===== config.mk =====
export PLATFORM = sky130hd
export DESIGN_NAME = rps_power_ctrl
export DESIGN_NICKNAME = d
export VERILOG_FILES = /design/src/verilog/rps_pkg.sv /design/src/verilog/rps_power_ctrl.sv
export SDC_FILE = /design/constraint.sdc
export NUM_CORES = 1
export LEC_CHECK = 0
export ABC_AREA = 1
export BUFFER_PORTS_ARGS = -buffer_cell sky130_fd_sc_hd__buf_2
export CAP_MARGIN = 15
export CORE_UTILIZATION = 50
export CTS_CLUSTER_DIAMETER = 60
export DETAILED_ROUTE_END_ITERATION = 16
export PLACE_DENSITY = 0.73
export REMOVE_ABC_BUFFERS = 1
export SLEW_MARGIN = 5
export SYNTH_ARGS = -nofsm -noshare
export SYNTH_HDL_FRONTEND = slang
export SYNTH_SLANG_ARGS = --single-unit

===== constraint.sdc =====
create_clock -name clock_i -period 2.1 [get_ports clock_i]
set_input_delay 0.42 -clock clock_i [delete_from_list [all_inputs] [get_ports clock_i]]
set_output_delay 0.42 -clock clock_i [all_outputs]
set_load 0.02 [all_outputs]

===== src/verilog/rps_pkg.sv =====
// Constants and types for the remote power state controller
package rps_pkg;
   localparam int CLK_PERIOD_PS    = 4000;
   localparam int TICK_NS          = 1000000;
   localparam int TICK_CYCLES      = (TICK_NS * 1000) / CLK_PERIOD_PS;
   localparam int MS_W             = 14;
   localparam int ACT_POLL_MS      = 10;
   localparam int IDLE_POLL_MS     = 125;
   localparam int SLEEP_POLL_MS    = 250;
   localparam int BATT_MS          = 3000;
   localparam int ACT_TIMEOUT_MS   = 3000;
   localparam int IDLE_TIMEOUT_MS  = 10000;
   localparam int CONN_INTERVAL_MS = 10;
   localparam int PERIPH_LATENCY   = 100;
   localparam int LOW_BATT_MV      = 2000;
   localparam int CRIT_BATT_MV     = 1800;
   localparam int SLOW_BLINK_MS    = 500;
   localparam int BLINK_WRAP_MS    = 1000;
   localparam int FAST_BLINK_BIT   = 6;
   localparam int LINK_ALERT_MS    = 2000;

   typedef enum logic [4:0] {
      RPS_INIT   = 5'h01,
      RPS_ACTIVE = 5'h02,
      RPS_IDLE   = 5'h04,
      RPS_SLEEP  = 5'h08,
      RPS_SHUT   = 5'h10
   } rps_state_e;
endpackage : rps_pkg


===== src/verilog/rps_power_ctrl.sv =====
// Five-state power sequencer for a battery remote control
// Operation
// - After power-on enter init, initialise subsystems, then go active when done.
// - In active, sample every input subsystem once each 10 ms.
// - Active and connected, forward collected input data to the host.
// - Active to idle after 3 s without user activity.
// - Idle polls trackpad each 125 ms; other sources wake by interrupt.
// - Idle and sleep keep link at 10 ms interval, latency 100.
// - Any user activity in idle returns to active.
// - Idle to sleep after 10 s without user activity.
// - Sleep polls trackpad each 250 ms.
// - In sleep an interrupt from other sources wakes to active.
// - Measure battery every 3 s in every state but shutdown.
// - Battery near 2.0 V starts slow red LED blinking.
// - Battery below 1.8 V in active, idle or sleep forces shutdown.
// - Shutdown disables all subsystems and radio, processor to stop mode.
// - Shutdown is left only by removing supply power.
// - Unconnected, advertise to reconnect and send an infrared TV command.
// - After link loss, user activity triggers fast red LED blinking.
// - Outside init and shutdown, processor goes to deep sleep whenever no work is pending.
`timescale 1ns/1ps
module rps_power_ctrl #(
   parameter int TICK_CYCLES = rps_pkg::TICK_CYCLES,
   parameter int MV_W        = 12,
   parameter int DATA_W      = 32
) (
   // Clock and reset
   input  wire logic                clock_i,
   input  wire logic                rst_i,
   // Input subsystems
   input  wire logic                init_done_i,
   input  wire logic                btn_irq_i,
   input  wire logic                trackpad_touch_i,
   input  wire logic [DATA_W-1:0]   input_data_i,
   // Battery monitor
   input  wire logic                batt_valid_i,
   input  wire logic [MV_W-1:0]     batt_mv_i,
   // Radio link status
   input  wire logic                link_up_i,
   // State and subsystem control
   output      rps_pkg::rps_state_e state_o,
   output      logic                subsys_init_o,
   output      logic                subsys_en_o,
   output      logic                radio_en_o,
   output      logic                irq_wake_en_o,
   output      logic                poll_o,
   output      logic                tp_poll_o,
   output      logic                batt_meas_o,
   // Host report and link setup
   output      logic                report_send_o,
   output      logic [DATA_W-1:0]   report_data_o,
   output      logic [7:0]          conn_interval_o,
   output      logic [7:0]          periph_latency_o,
   output      logic                advertise_o,
   output      logic                ir_send_o,
   // Indicators and processor
   output      logic                red_led_o,
   output      logic                cpu_deep_sleep_o,
   output      logic                cpu_stop_o
);
   import rps_pkg::*;

   rps_state_e        state_q, state_d;
   logic [31:0]       div_q;
   logic [MS_W-1:0]   poll_ms_q, idle_ms_q, batt_ms_q, blink_ms_q, alert_ms_q;
   logic [1:0]        s1_q, s2_q, s3_q, stab_q;
   logic              meas_pend_q, low_q, had_link_q, lost_q, alert_q;

   // Time base of 1 ms keeps every timer narrow
   wire tick      = (div_q == 32'(TICK_CYCLES - 1));
   wire st_init   = (state_q == RPS_INIT);
   wire st_act    = (state_q == RPS_ACTIVE);
   wire st_idle   = (state_q == RPS_IDLE);
   wire st_sleep  = (state_q == RPS_SLEEP);
   wire st_shut   = (state_q == RPS_SHUT);
   wire st_run    = st_act | st_idle | st_sleep;
   wire st_low    = st_idle | st_sleep;
   wire chg       = (state_d != state_q);

   // Pin inputs, three flops, accepted when stages two and three agree
   wire [1:0] raw = {trackpad_touch_i, btn_irq_i};
   for (genvar g = 0; g < 2; g++) begin : g_sync
      always_ff @(posedge clock_i) begin
         if (rst_i) begin
            s1_q[g]   <= 1'b0;
            s2_q[g]   <= 1'b0;
            s3_q[g]   <= 1'b0;
            stab_q[g] <= 1'b0;
         end else begin
            s1_q[g] <= raw[g];
            s2_q[g] <= s1_q[g];
            s3_q[g] <= s2_q[g];
            if (s2_q[g] == s3_q[g]) begin
               stab_q[g] <= s3_q[g];
            end
         end
      end
   end
   wire irq_act  = stab_q[0];
   wire tp_touch = stab_q[1];

   // Poll period per state
   wire [MS_W-1:0] poll_last = st_act  ? MS_W'(ACT_POLL_MS - 1) :
                               st_idle ? MS_W'(IDLE_POLL_MS - 1) :
                                         MS_W'(SLEEP_POLL_MS - 1);
   wire poll_hit = tick & st_run & (poll_ms_q == poll_last);

   // Active samples all sources; low-power states take interrupts at once
   wire act_seen = st_act ? (poll_hit & (irq_act | tp_touch)) :
                   st_low & (irq_act | (poll_hit & tp_touch));

   wire [MS_W-1:0] idle_last = st_act ? MS_W'(ACT_TIMEOUT_MS - 1) :
                                        MS_W'(IDLE_TIMEOUT_MS - 1);
   wire idle_hit = tick & (st_act | st_idle) & (idle_ms_q == idle_last);

   wire batt_hit = tick & ~st_shut & (batt_ms_q == MS_W'(BATT_MS - 1));
   wire batt_in  = batt_valid_i & meas_pend_q;
   wire crit     = batt_in & (batt_mv_i < MV_W'(CRIT_BATT_MV));
   wire low_now  = batt_mv_i <= MV_W'(LOW_BATT_MV);
   wire link_act = act_seen & lost_q & ~link_up_i;
   wire rpt      = st_act & link_up_i & act_seen;
   wire busy     = poll_hit | batt_hit | act_seen | meas_pend_q | batt_valid_i;

   always_comb begin
      state_d = state_q;
      case (state_q)
         RPS_INIT: begin
            if (init_done_i) state_d = RPS_ACTIVE;
         end
         RPS_ACTIVE: begin
            if (crit) state_d = RPS_SHUT;
            else if (idle_hit) state_d = RPS_IDLE;
         end
         RPS_IDLE: begin
            if (crit) state_d = RPS_SHUT;
            else if (act_seen) state_d = RPS_ACTIVE;
            else if (idle_hit) state_d = RPS_SLEEP;
         end
         RPS_SLEEP: begin
            if (crit) state_d = RPS_SHUT;
            else if (act_seen) state_d = RPS_ACTIVE;
         end
         RPS_SHUT: begin
            state_d = RPS_SHUT;
         end
         default: begin
            state_d = RPS_INIT;
         end
      endcase
   end

   always_ff @(posedge clock_i) begin
      if (rst_i) begin
         state_q <= RPS_INIT;
         div_q   <= 32'h0;
      end else begin
         state_q <= state_d;
         div_q   <= tick ? 32'h0 : div_q + 32'h1;
      end
   end

   // Millisecond timers; a state change restarts poll and inactivity
   always_ff @(posedge clock_i) begin
      if (rst_i || chg) begin
         poll_ms_q <= '0;
         idle_ms_q <= '0;
      end else begin
         if (tick) poll_ms_q <= (poll_ms_q == poll_last) ? '0 : poll_ms_q + 1'b1;
         if (act_seen) idle_ms_q <= '0;
         else if (tick) idle_ms_q <= idle_ms_q + 1'b1;
      end
   end

   always_ff @(posedge clock_i) begin
      if (rst_i) begin
         batt_ms_q   <= '0;
         blink_ms_q  <= '0;
         meas_pend_q <= 1'b0;
         low_q       <= 1'b0;
      end else begin
         if (tick) batt_ms_q <= batt_hit ? '0 : batt_ms_q + 1'b1;
         if (tick) begin
            blink_ms_q <= (blink_ms_q == MS_W'(BLINK_WRAP_MS - 1)) ? '0 : blink_ms_q + 1'b1;
         end
         // Request wins over a reading arriving in the same cycle
         if (batt_hit) meas_pend_q <= 1'b1;
         else if (batt_in) meas_pend_q <= 1'b0;
         if (batt_in) low_q <= low_now;
      end
   end

   // Link loss tracking; alert set wins over its own timeout
   always_ff @(posedge clock_i) begin
      if (rst_i) begin
         had_link_q <= 1'b0;
         lost_q     <= 1'b0;
         alert_q    <= 1'b0;
         alert_ms_q <= '0;
      end else begin
         if (link_up_i) had_link_q <= 1'b1;
         if (link_up_i) lost_q <= 1'b0;
         else if (had_link_q) lost_q <= 1'b1;
         if (link_act) begin
            alert_q    <= 1'b1;
            alert_ms_q <= '0;
         end else if (alert_q && tick) begin
            alert_ms_q <= alert_ms_q + 1'b1;
            if (alert_ms_q == MS_W'(LINK_ALERT_MS - 1)) alert_q <= 1'b0;
         end
      end
   end

   // Outputs follow the next state so shutdown takes effect on entry
   wire d_shut = (state_d == RPS_SHUT);
   wire d_init = (state_d == RPS_INIT);
   wire d_low  = (state_d == RPS_IDLE) | (state_d == RPS_SLEEP);
   wire slow   = blink_ms_q < MS_W'(SLOW_BLINK_MS);
   wire fast   = blink_ms_q[FAST_BLINK_BIT];
   wire led_d  = ~d_shut & (alert_q ? fast : (low_q & slow));

   always_ff @(posedge clock_i) begin
      if (rst_i) begin
         state_o          <= RPS_INIT;
         subsys_init_o    <= 1'b0;
         subsys_en_o      <= 1'b0;
         radio_en_o       <= 1'b0;
         irq_wake_en_o    <= 1'b0;
         poll_o           <= 1'b0;
         tp_poll_o        <= 1'b0;
         batt_meas_o      <= 1'b0;
         report_send_o    <= 1'b0;
         report_data_o    <= '0;
         conn_interval_o  <= 8'h00;
         periph_latency_o <= 8'h00;
         advertise_o      <= 1'b0;
         ir_send_o        <= 1'b0;
         red_led_o        <= 1'b0;
         cpu_deep_sleep_o <= 1'b0;
         cpu_stop_o       <= 1'b0;
      end else begin
         state_o          <= state_d;
         subsys_init_o    <= d_init;
         subsys_en_o      <= ~d_shut;
         radio_en_o       <= ~d_shut;
         irq_wake_en_o    <= d_low;
         poll_o           <= poll_hit & st_act;
         tp_poll_o        <= poll_hit;
         batt_meas_o      <= batt_hit;
         report_send_o    <= rpt;
         if (rpt) report_data_o <= input_data_i;
         conn_interval_o  <= d_shut ? 8'h00 : 8'(CONN_INTERVAL_MS);
         periph_latency_o <= d_low ? 8'(PERIPH_LATENCY) : 8'h00;
         advertise_o      <= ~d_shut & ~d_init & ~link_up_i;
         ir_send_o        <= act_seen & ~link_up_i & ~crit;
         red_led_o        <= led_d;
         cpu_deep_sleep_o <= ~d_shut & ~d_init & ~busy;
         cpu_stop_o       <= d_shut;
      end
   end
endmodule : rps_power_ctrl


Yosys cells after proc, flatten, opt, wreduce, memory -nomap -nowiden:

Cells that the tools add are included.

* word-level logic and storage cells: 135
* register bits: 180

* bitwise gates (word level): 39
* add/sub/neg operators: 6
* magnitude comparators: 3
* mux-type cells: 24
* equality and inequality tests: 18
* reduce and logical (&&, ||, !) cells: 10

Operator list (number)
* $add A14 B1 Y14 const B: 5
* $mux W14: 4
* $mux W5: 8
* $add A32 B1 Y32 const B: 1
* $eq A32 B18 Y1 const B: 1
* $pmux W5 S5: 1
* $and A1 B1 Y1: 23
* $mux W8: 2
* $eq A14 B10 Y1 const B: 1
* $eq A14 B11 Y1 const B: 1
* $eq A14 B12 Y1 const B: 1
* $eq A14 B14 Y1: 1
* $eq A14 B8 Y1: 1
* $lt A14 B9 Y1 const B: 1
* $le A12 B11 Y1 const B: 1
* $lt A12 B11 Y1 const B: 1
* $eq A5 B1 Y1 const B: 2
* $eq A5 B3 Y1 const B: 2
* $eq A5 B4 Y1 const B: 2
* $eq A5 B5 Y1 const B: 2
* $or A1 B1 Y1: 10
* $reduce_or A2 Y1: 4
* $mux W1: 7
* $mux W7: 1
* other kinds (9): 17

Longest topological paths before layout:

* depth in word-level cells: 16
* gate-level depth with buffers: 19
* mapped depth without buffers: 18

Worst setup path before layout:

No wires, ideal clock.

* path kind: reg-to-reg
* start point: register, netlist name state_o[1]
* end point: register poll_ms_q[12]
* cell stages (with the launch flop): 19
* setup time: 115 ps
* data required time: 1985 ps
* arrival: 2157 ps
* path buffers: 1
* slack: -171 ps
* cell sequence: dfxtp_1 -> inv_1 -> nor2_1 -> nand3_4 -> nand2_1 -> nand2_1 -> nand2_1 -> nand3_2 -> nor2_4 -> nor2_2 -> nor2_4 -> nand2_4 -> nand2_1 -> nand2_1 -> nand2_2 -> a21oi_2 -> nand2_2 -> buf_6 -> nor2_2

RTL lines
* to (signal assigned): line rps_power_ctrl.sv:168 `if (tick) poll_ms_q <= (poll_ms_q == poll_last) ? '0 : poll_ms_q + 1'b1;`
* to (decl): line rps_power_ctrl.sv:65 `logic [MS_W-1:0] poll_ms_q, idle_ms_q, batt_ms_q, blink_ms_q, alert_ms_q;`

==> impl_results.md <==
* Outcome: finished with violations
* Failing checks: setup timing
* Worst path bufs/invs at 3
* Logic pwr share at ~6.7%
* Crit path DAT at between 2 and 3 ns
* Synthesized cell area at 0.00777 mm2
* Initial antenna violation count at 0
* Overall Global Routing Usage at approximately 28%
* Most instantiated cells after synthesis: 182 x nor2_1, 164 x dfxtp_1, 137 x nand2_1, 124 x inv_1, 56 x nand3_1
* CTS max path bufs at 2
* Slowest cell on crit path: dfxtp_1
* Ratio of cells with drive above 1 in the final layout at approximately 40%
* Yosys top cell area share at 42.2%
* Vias in the first global route at 7678
* Top cells by area, synth: dfxtp_1 42%, nor2_1 8.8%, nand2_1 6.6%
* F_max at 0.382 GHz
* Setup TNS at -34.20 ns
* Via density at around 5.5
* LEAKAGE at roughly 5.2 nW
* Total global routing overflow at 0
* GP Congestion at roughly 0.89
* Starting density of the core at approximately half
* Detailed Route Iter0 Violations at a little under 600
* Clk pwr share at 47.6%
* Wirelength per Cell at about 16 um
* Worst-Margin Slew at approximately 0.52 ns
* 1st-pass router iterations at 5
* Top delay family on crit path: simple AND/OR/NAND/NOR gates
* Crit Path Class: reg -> reg
* Post-DP HPWL at roughly 14 mm
* Worst Hold Class: in -> reg
* Most frequent cell after synthesis: nor2_1
* Max transition margin at approximately two thirds
* Yosys top cell by area: dfxtp_1
* Die Width at 127 um
* RR Startpoint: state_o[3]$_SDFF_PP0_
* Synth Area per Inst at 7.55 um2
* CP required at between 2 and 2.5 ns
* Switching Share at about 27%
* H-tree Lvls at 4
* Reg2reg end: idle_ms_q[12]$_SDFFE_PP0N_
* Die Y-Extent at 127 um
* Total Die Area at about 0.016 mm2
* Power density cells at 593 mW/mm2
* Critical path capture point type: register
* Internal power at 5.05 mW
* # setup viols final at 105
* Netlist cell types at 50
* Cts hold-fix bufs at 0
* Async S/R FF share, synth at 0%
* Synth Instances at approximately 1000
* Layout Nets at between 1000 and 1500
* DR DRC count at 0
* CTS Buf Count at 17
* Sequential Power Share at between 40 and 50%
* Core area at around 0.015 mm2
* Slew Viols, Final at 0
* Hold_ws at 0.198 ns
* Routed Antenna Nets at 0
* I/O pin count at roughly 120
* Ys flop type: dfxtp_1
* Final worst slack at -0.520 ns
* Post-synthesis sequential area ratio at a little over two fifths
* CTS Sinks at 164
* Final Cycle Share at 125%
* Worst-path fanout max at 7
* TritonCTS clock tree: done
* Final Hold Viols at 0
* Num rows at 45
* First-pass GRT wire length at about 35 mm
* Largest net degree at the start of global routing at between 40 and 50
* CP dominant cell by count: nor2_4
* Slowest cell delay on critical path at approximately 0.5 ns
* Synth Warn # at 0
* CTS root buffer: clkbuf_16
* Hold Path End: s1_q[1]$_SDFF_PP0_
* Critical path, cell by cell: nor2_4 > nand3_4 > buf_4 > nand3_4 > nand2_4 > nor2_4 > nor2_4 > nor2_4 > buf_6 > nand2_4 > nand2_2 > nand2_2 > nand2_4 > a21oi_4 > nand3_4 > clkbuf_16 > nor2_1
* R2R Setup Slk at -0.52 ns
* Net switching power at 1.85 mW
* Max Cap Viol at 0
* Worst skew pair latency at about 0.44 ns
* Worst VDD drop at between 0.5 and 0.6 mV
* Worst Hold Launch: trackpad_touch_i
* Hold path cells at 3
* Via Count at between 8000 and 9000
* Clock Skews at around 0.014 ns
* DP Worst Slack at -0.391 ns
* Tmin final at 2.62 ns
* DRT Wirelength at between 20 and 30 mm
* FF-to-FF path depth at 17
* PortBufs at ~110
* FF+latch count, synth at approximately 160
* RSZ-0062 raised after global routing: yes
* Area grow syn2layout at 49.9%
* Startpoint types: register
* Number of synthesized flops with an enable pin at 0
* Inserted Diodes at 0
* Worst-path clk slew at 0.08 ns
## per-stage QoR
step / cells / power [mW] / utilization (%) / instance area [um2]
2_1_floorplan: 1006 / 3.38 / - / 7590
3_3_place_gp: 1457 / 3.57 / 63.1 / 9590
3_5_place_dp: 1457 / 3.57 / 63.1 / 9590
4_1_cts: 1528 / 6.85 / 71.7 / 10900
5_1_grt: 1547 / 7.08 / 76.6 / 11700
6_report: 1547 / 6.90 / 76.6 / 11700
## worst reg2reg max path, stage by stage (launching register included)
cell and delay [ns]:
dfxtp_1 0.50, nor2_4 0.10, nand3_4 0.16, buf_4 0.14, nand3_4 0.12, nand2_4 0.12
nor2_4 0.06, nor2_4 0.13, nor2_4 0.07, buf_6 0.14, nand2_4 0.07, nand2_2 0.06
nand2_2 0.09, nand2_4 0.08, a21oi_4 0.24, nand3_4 0.14, clkbuf_16 0.20, nor2_1 0.14
## registers in the layout, summed over array words and instances (netlist names), 2 cells and up
name / count
idle_ms_q: 14
div_q: 32
report_data_o: 32
s3_q: 2
state_o: 5
s2_q: 2
poll_ms_q: 14
s1_q: 2
alert_ms_q: 14
blink_ms_q: 14
batt_ms_q: 14
## area by class of cell
type                            count  area (um2)
Sequential cell                   164        3300
Tap cell                          188         235
Multi-Input combinational cell    710        4550
Clock inverter                     15         204
Inverter                          132         500
Clock buffer                       17         425
Fill cell                         954        3550
Timing Repair Buffer              321        2430
## cells by family after synthesis
group,synth area share [%]
AND/OR/NAND/NOR,31.3
buffers and inverters,9.21
flip-flops,42.2
AO/OA/AOI/OAI,7.77
XOR/XNOR,4.39
multiplexers,4.12
adder cells (fa/ha/maj),0.966
other,0.0482
## layer usage
layer	track usage, %	vias to the layer above	wire [um]
met4	14.1	0	1230
met5	0	-	0
met1	31.1	3988	9590
met3	5.78	103	1540
li1	-	3989	-
met2	49.1	397	13100
## power by group through the flow
stage | sequential (mW) | clock, mW | combinational [mW]
global route | 3.15 | 3.44 | 0.489
detailed placement | 3.22 | 0 | 0.357
global placement | 3.22 | 0 | 0.353
finish | 3.15 | 3.29 | 0.463
floorplan | 3.24 | 0 | 0.133
CTS | 3.15 | 3.30 | 0.404
## how the worst max path moves through the flow
stage,start,depth (start not counted),end
2_1_floorplan,div_q[0]$_SDFF_PP0_,14,report_data_o[0]$_SDFFE_PP0P_
3_3_place_gp,state_o[1]$_SDFF_PP0_,15,poll_ms_q[4]$_SDFFE_PP0N_
3_5_place_dp,div_q[0]$_SDFF_PP0_,17,alert_ms_q[11]$_SDFFE_PP0P_
4_1_cts,div_q[1]$_SDFF_PP0_,18,report_data_o[19]$_SDFFE_PP0P_
5_1_grt,idle_ms_q[9]$_SDFFE_PP0N_,13,idle_ms_q[12]$_SDFFE_PP0N_
6_report,state_o[3]$_SDFF_PP0_,17,idle_ms_q[12]$_SDFFE_PP0N_
## layout by cell type (no fill, tap or decap), drive strengths merged, types with 2 or more instances in the layout
| cell type | Yosys | layout |
|---|---|---|
| buf | 28 | 320 |
| nor2 | 203 | 203 |
| dfxtp | 164 | 164 |
| nand2 | 143 | 143 |
| inv | 130 | 137 |
| a21oi | 61 | 61 |
| nand3 | 60 | 60 |
| nor3 | 43 | 43 |
| nand4 | 37 | 37 |
| mux2i | 32 | 32 |
| xor2 | 31 | 31 |
| o21ai | 23 | 23 |
| clkbuf | 5 | 18 |
| nor4 | 16 | 16 |
| conb | 1 | 11 |
| xnor2 | 8 | 8 |
| clkinv | 2 | 8 |
| o21a | 6 | 6 |
| ha | 6 | 6 |
| a211oi | 6 | 6 |
| nor3b | 4 | 4 |
| nand3b | 3 | 3 |
| or2 | 3 | 3 |
| nor4b | 2 | 2 |
| and3 | 2 | 2 |
| a31oi | 2 | 2 |
## timing repair
| item | 4_1_cts | 5_1_grt |
|---|---|---|
| gates resized for setup | 71 | 160 |
| cloned | 5 | 1 |
| pin swaps | 22 | 61 |
| buffers inserted | 36 | 24 |
| setup endpoints to repair | 108 | 123 |
(Power assumes the default switching activity.)
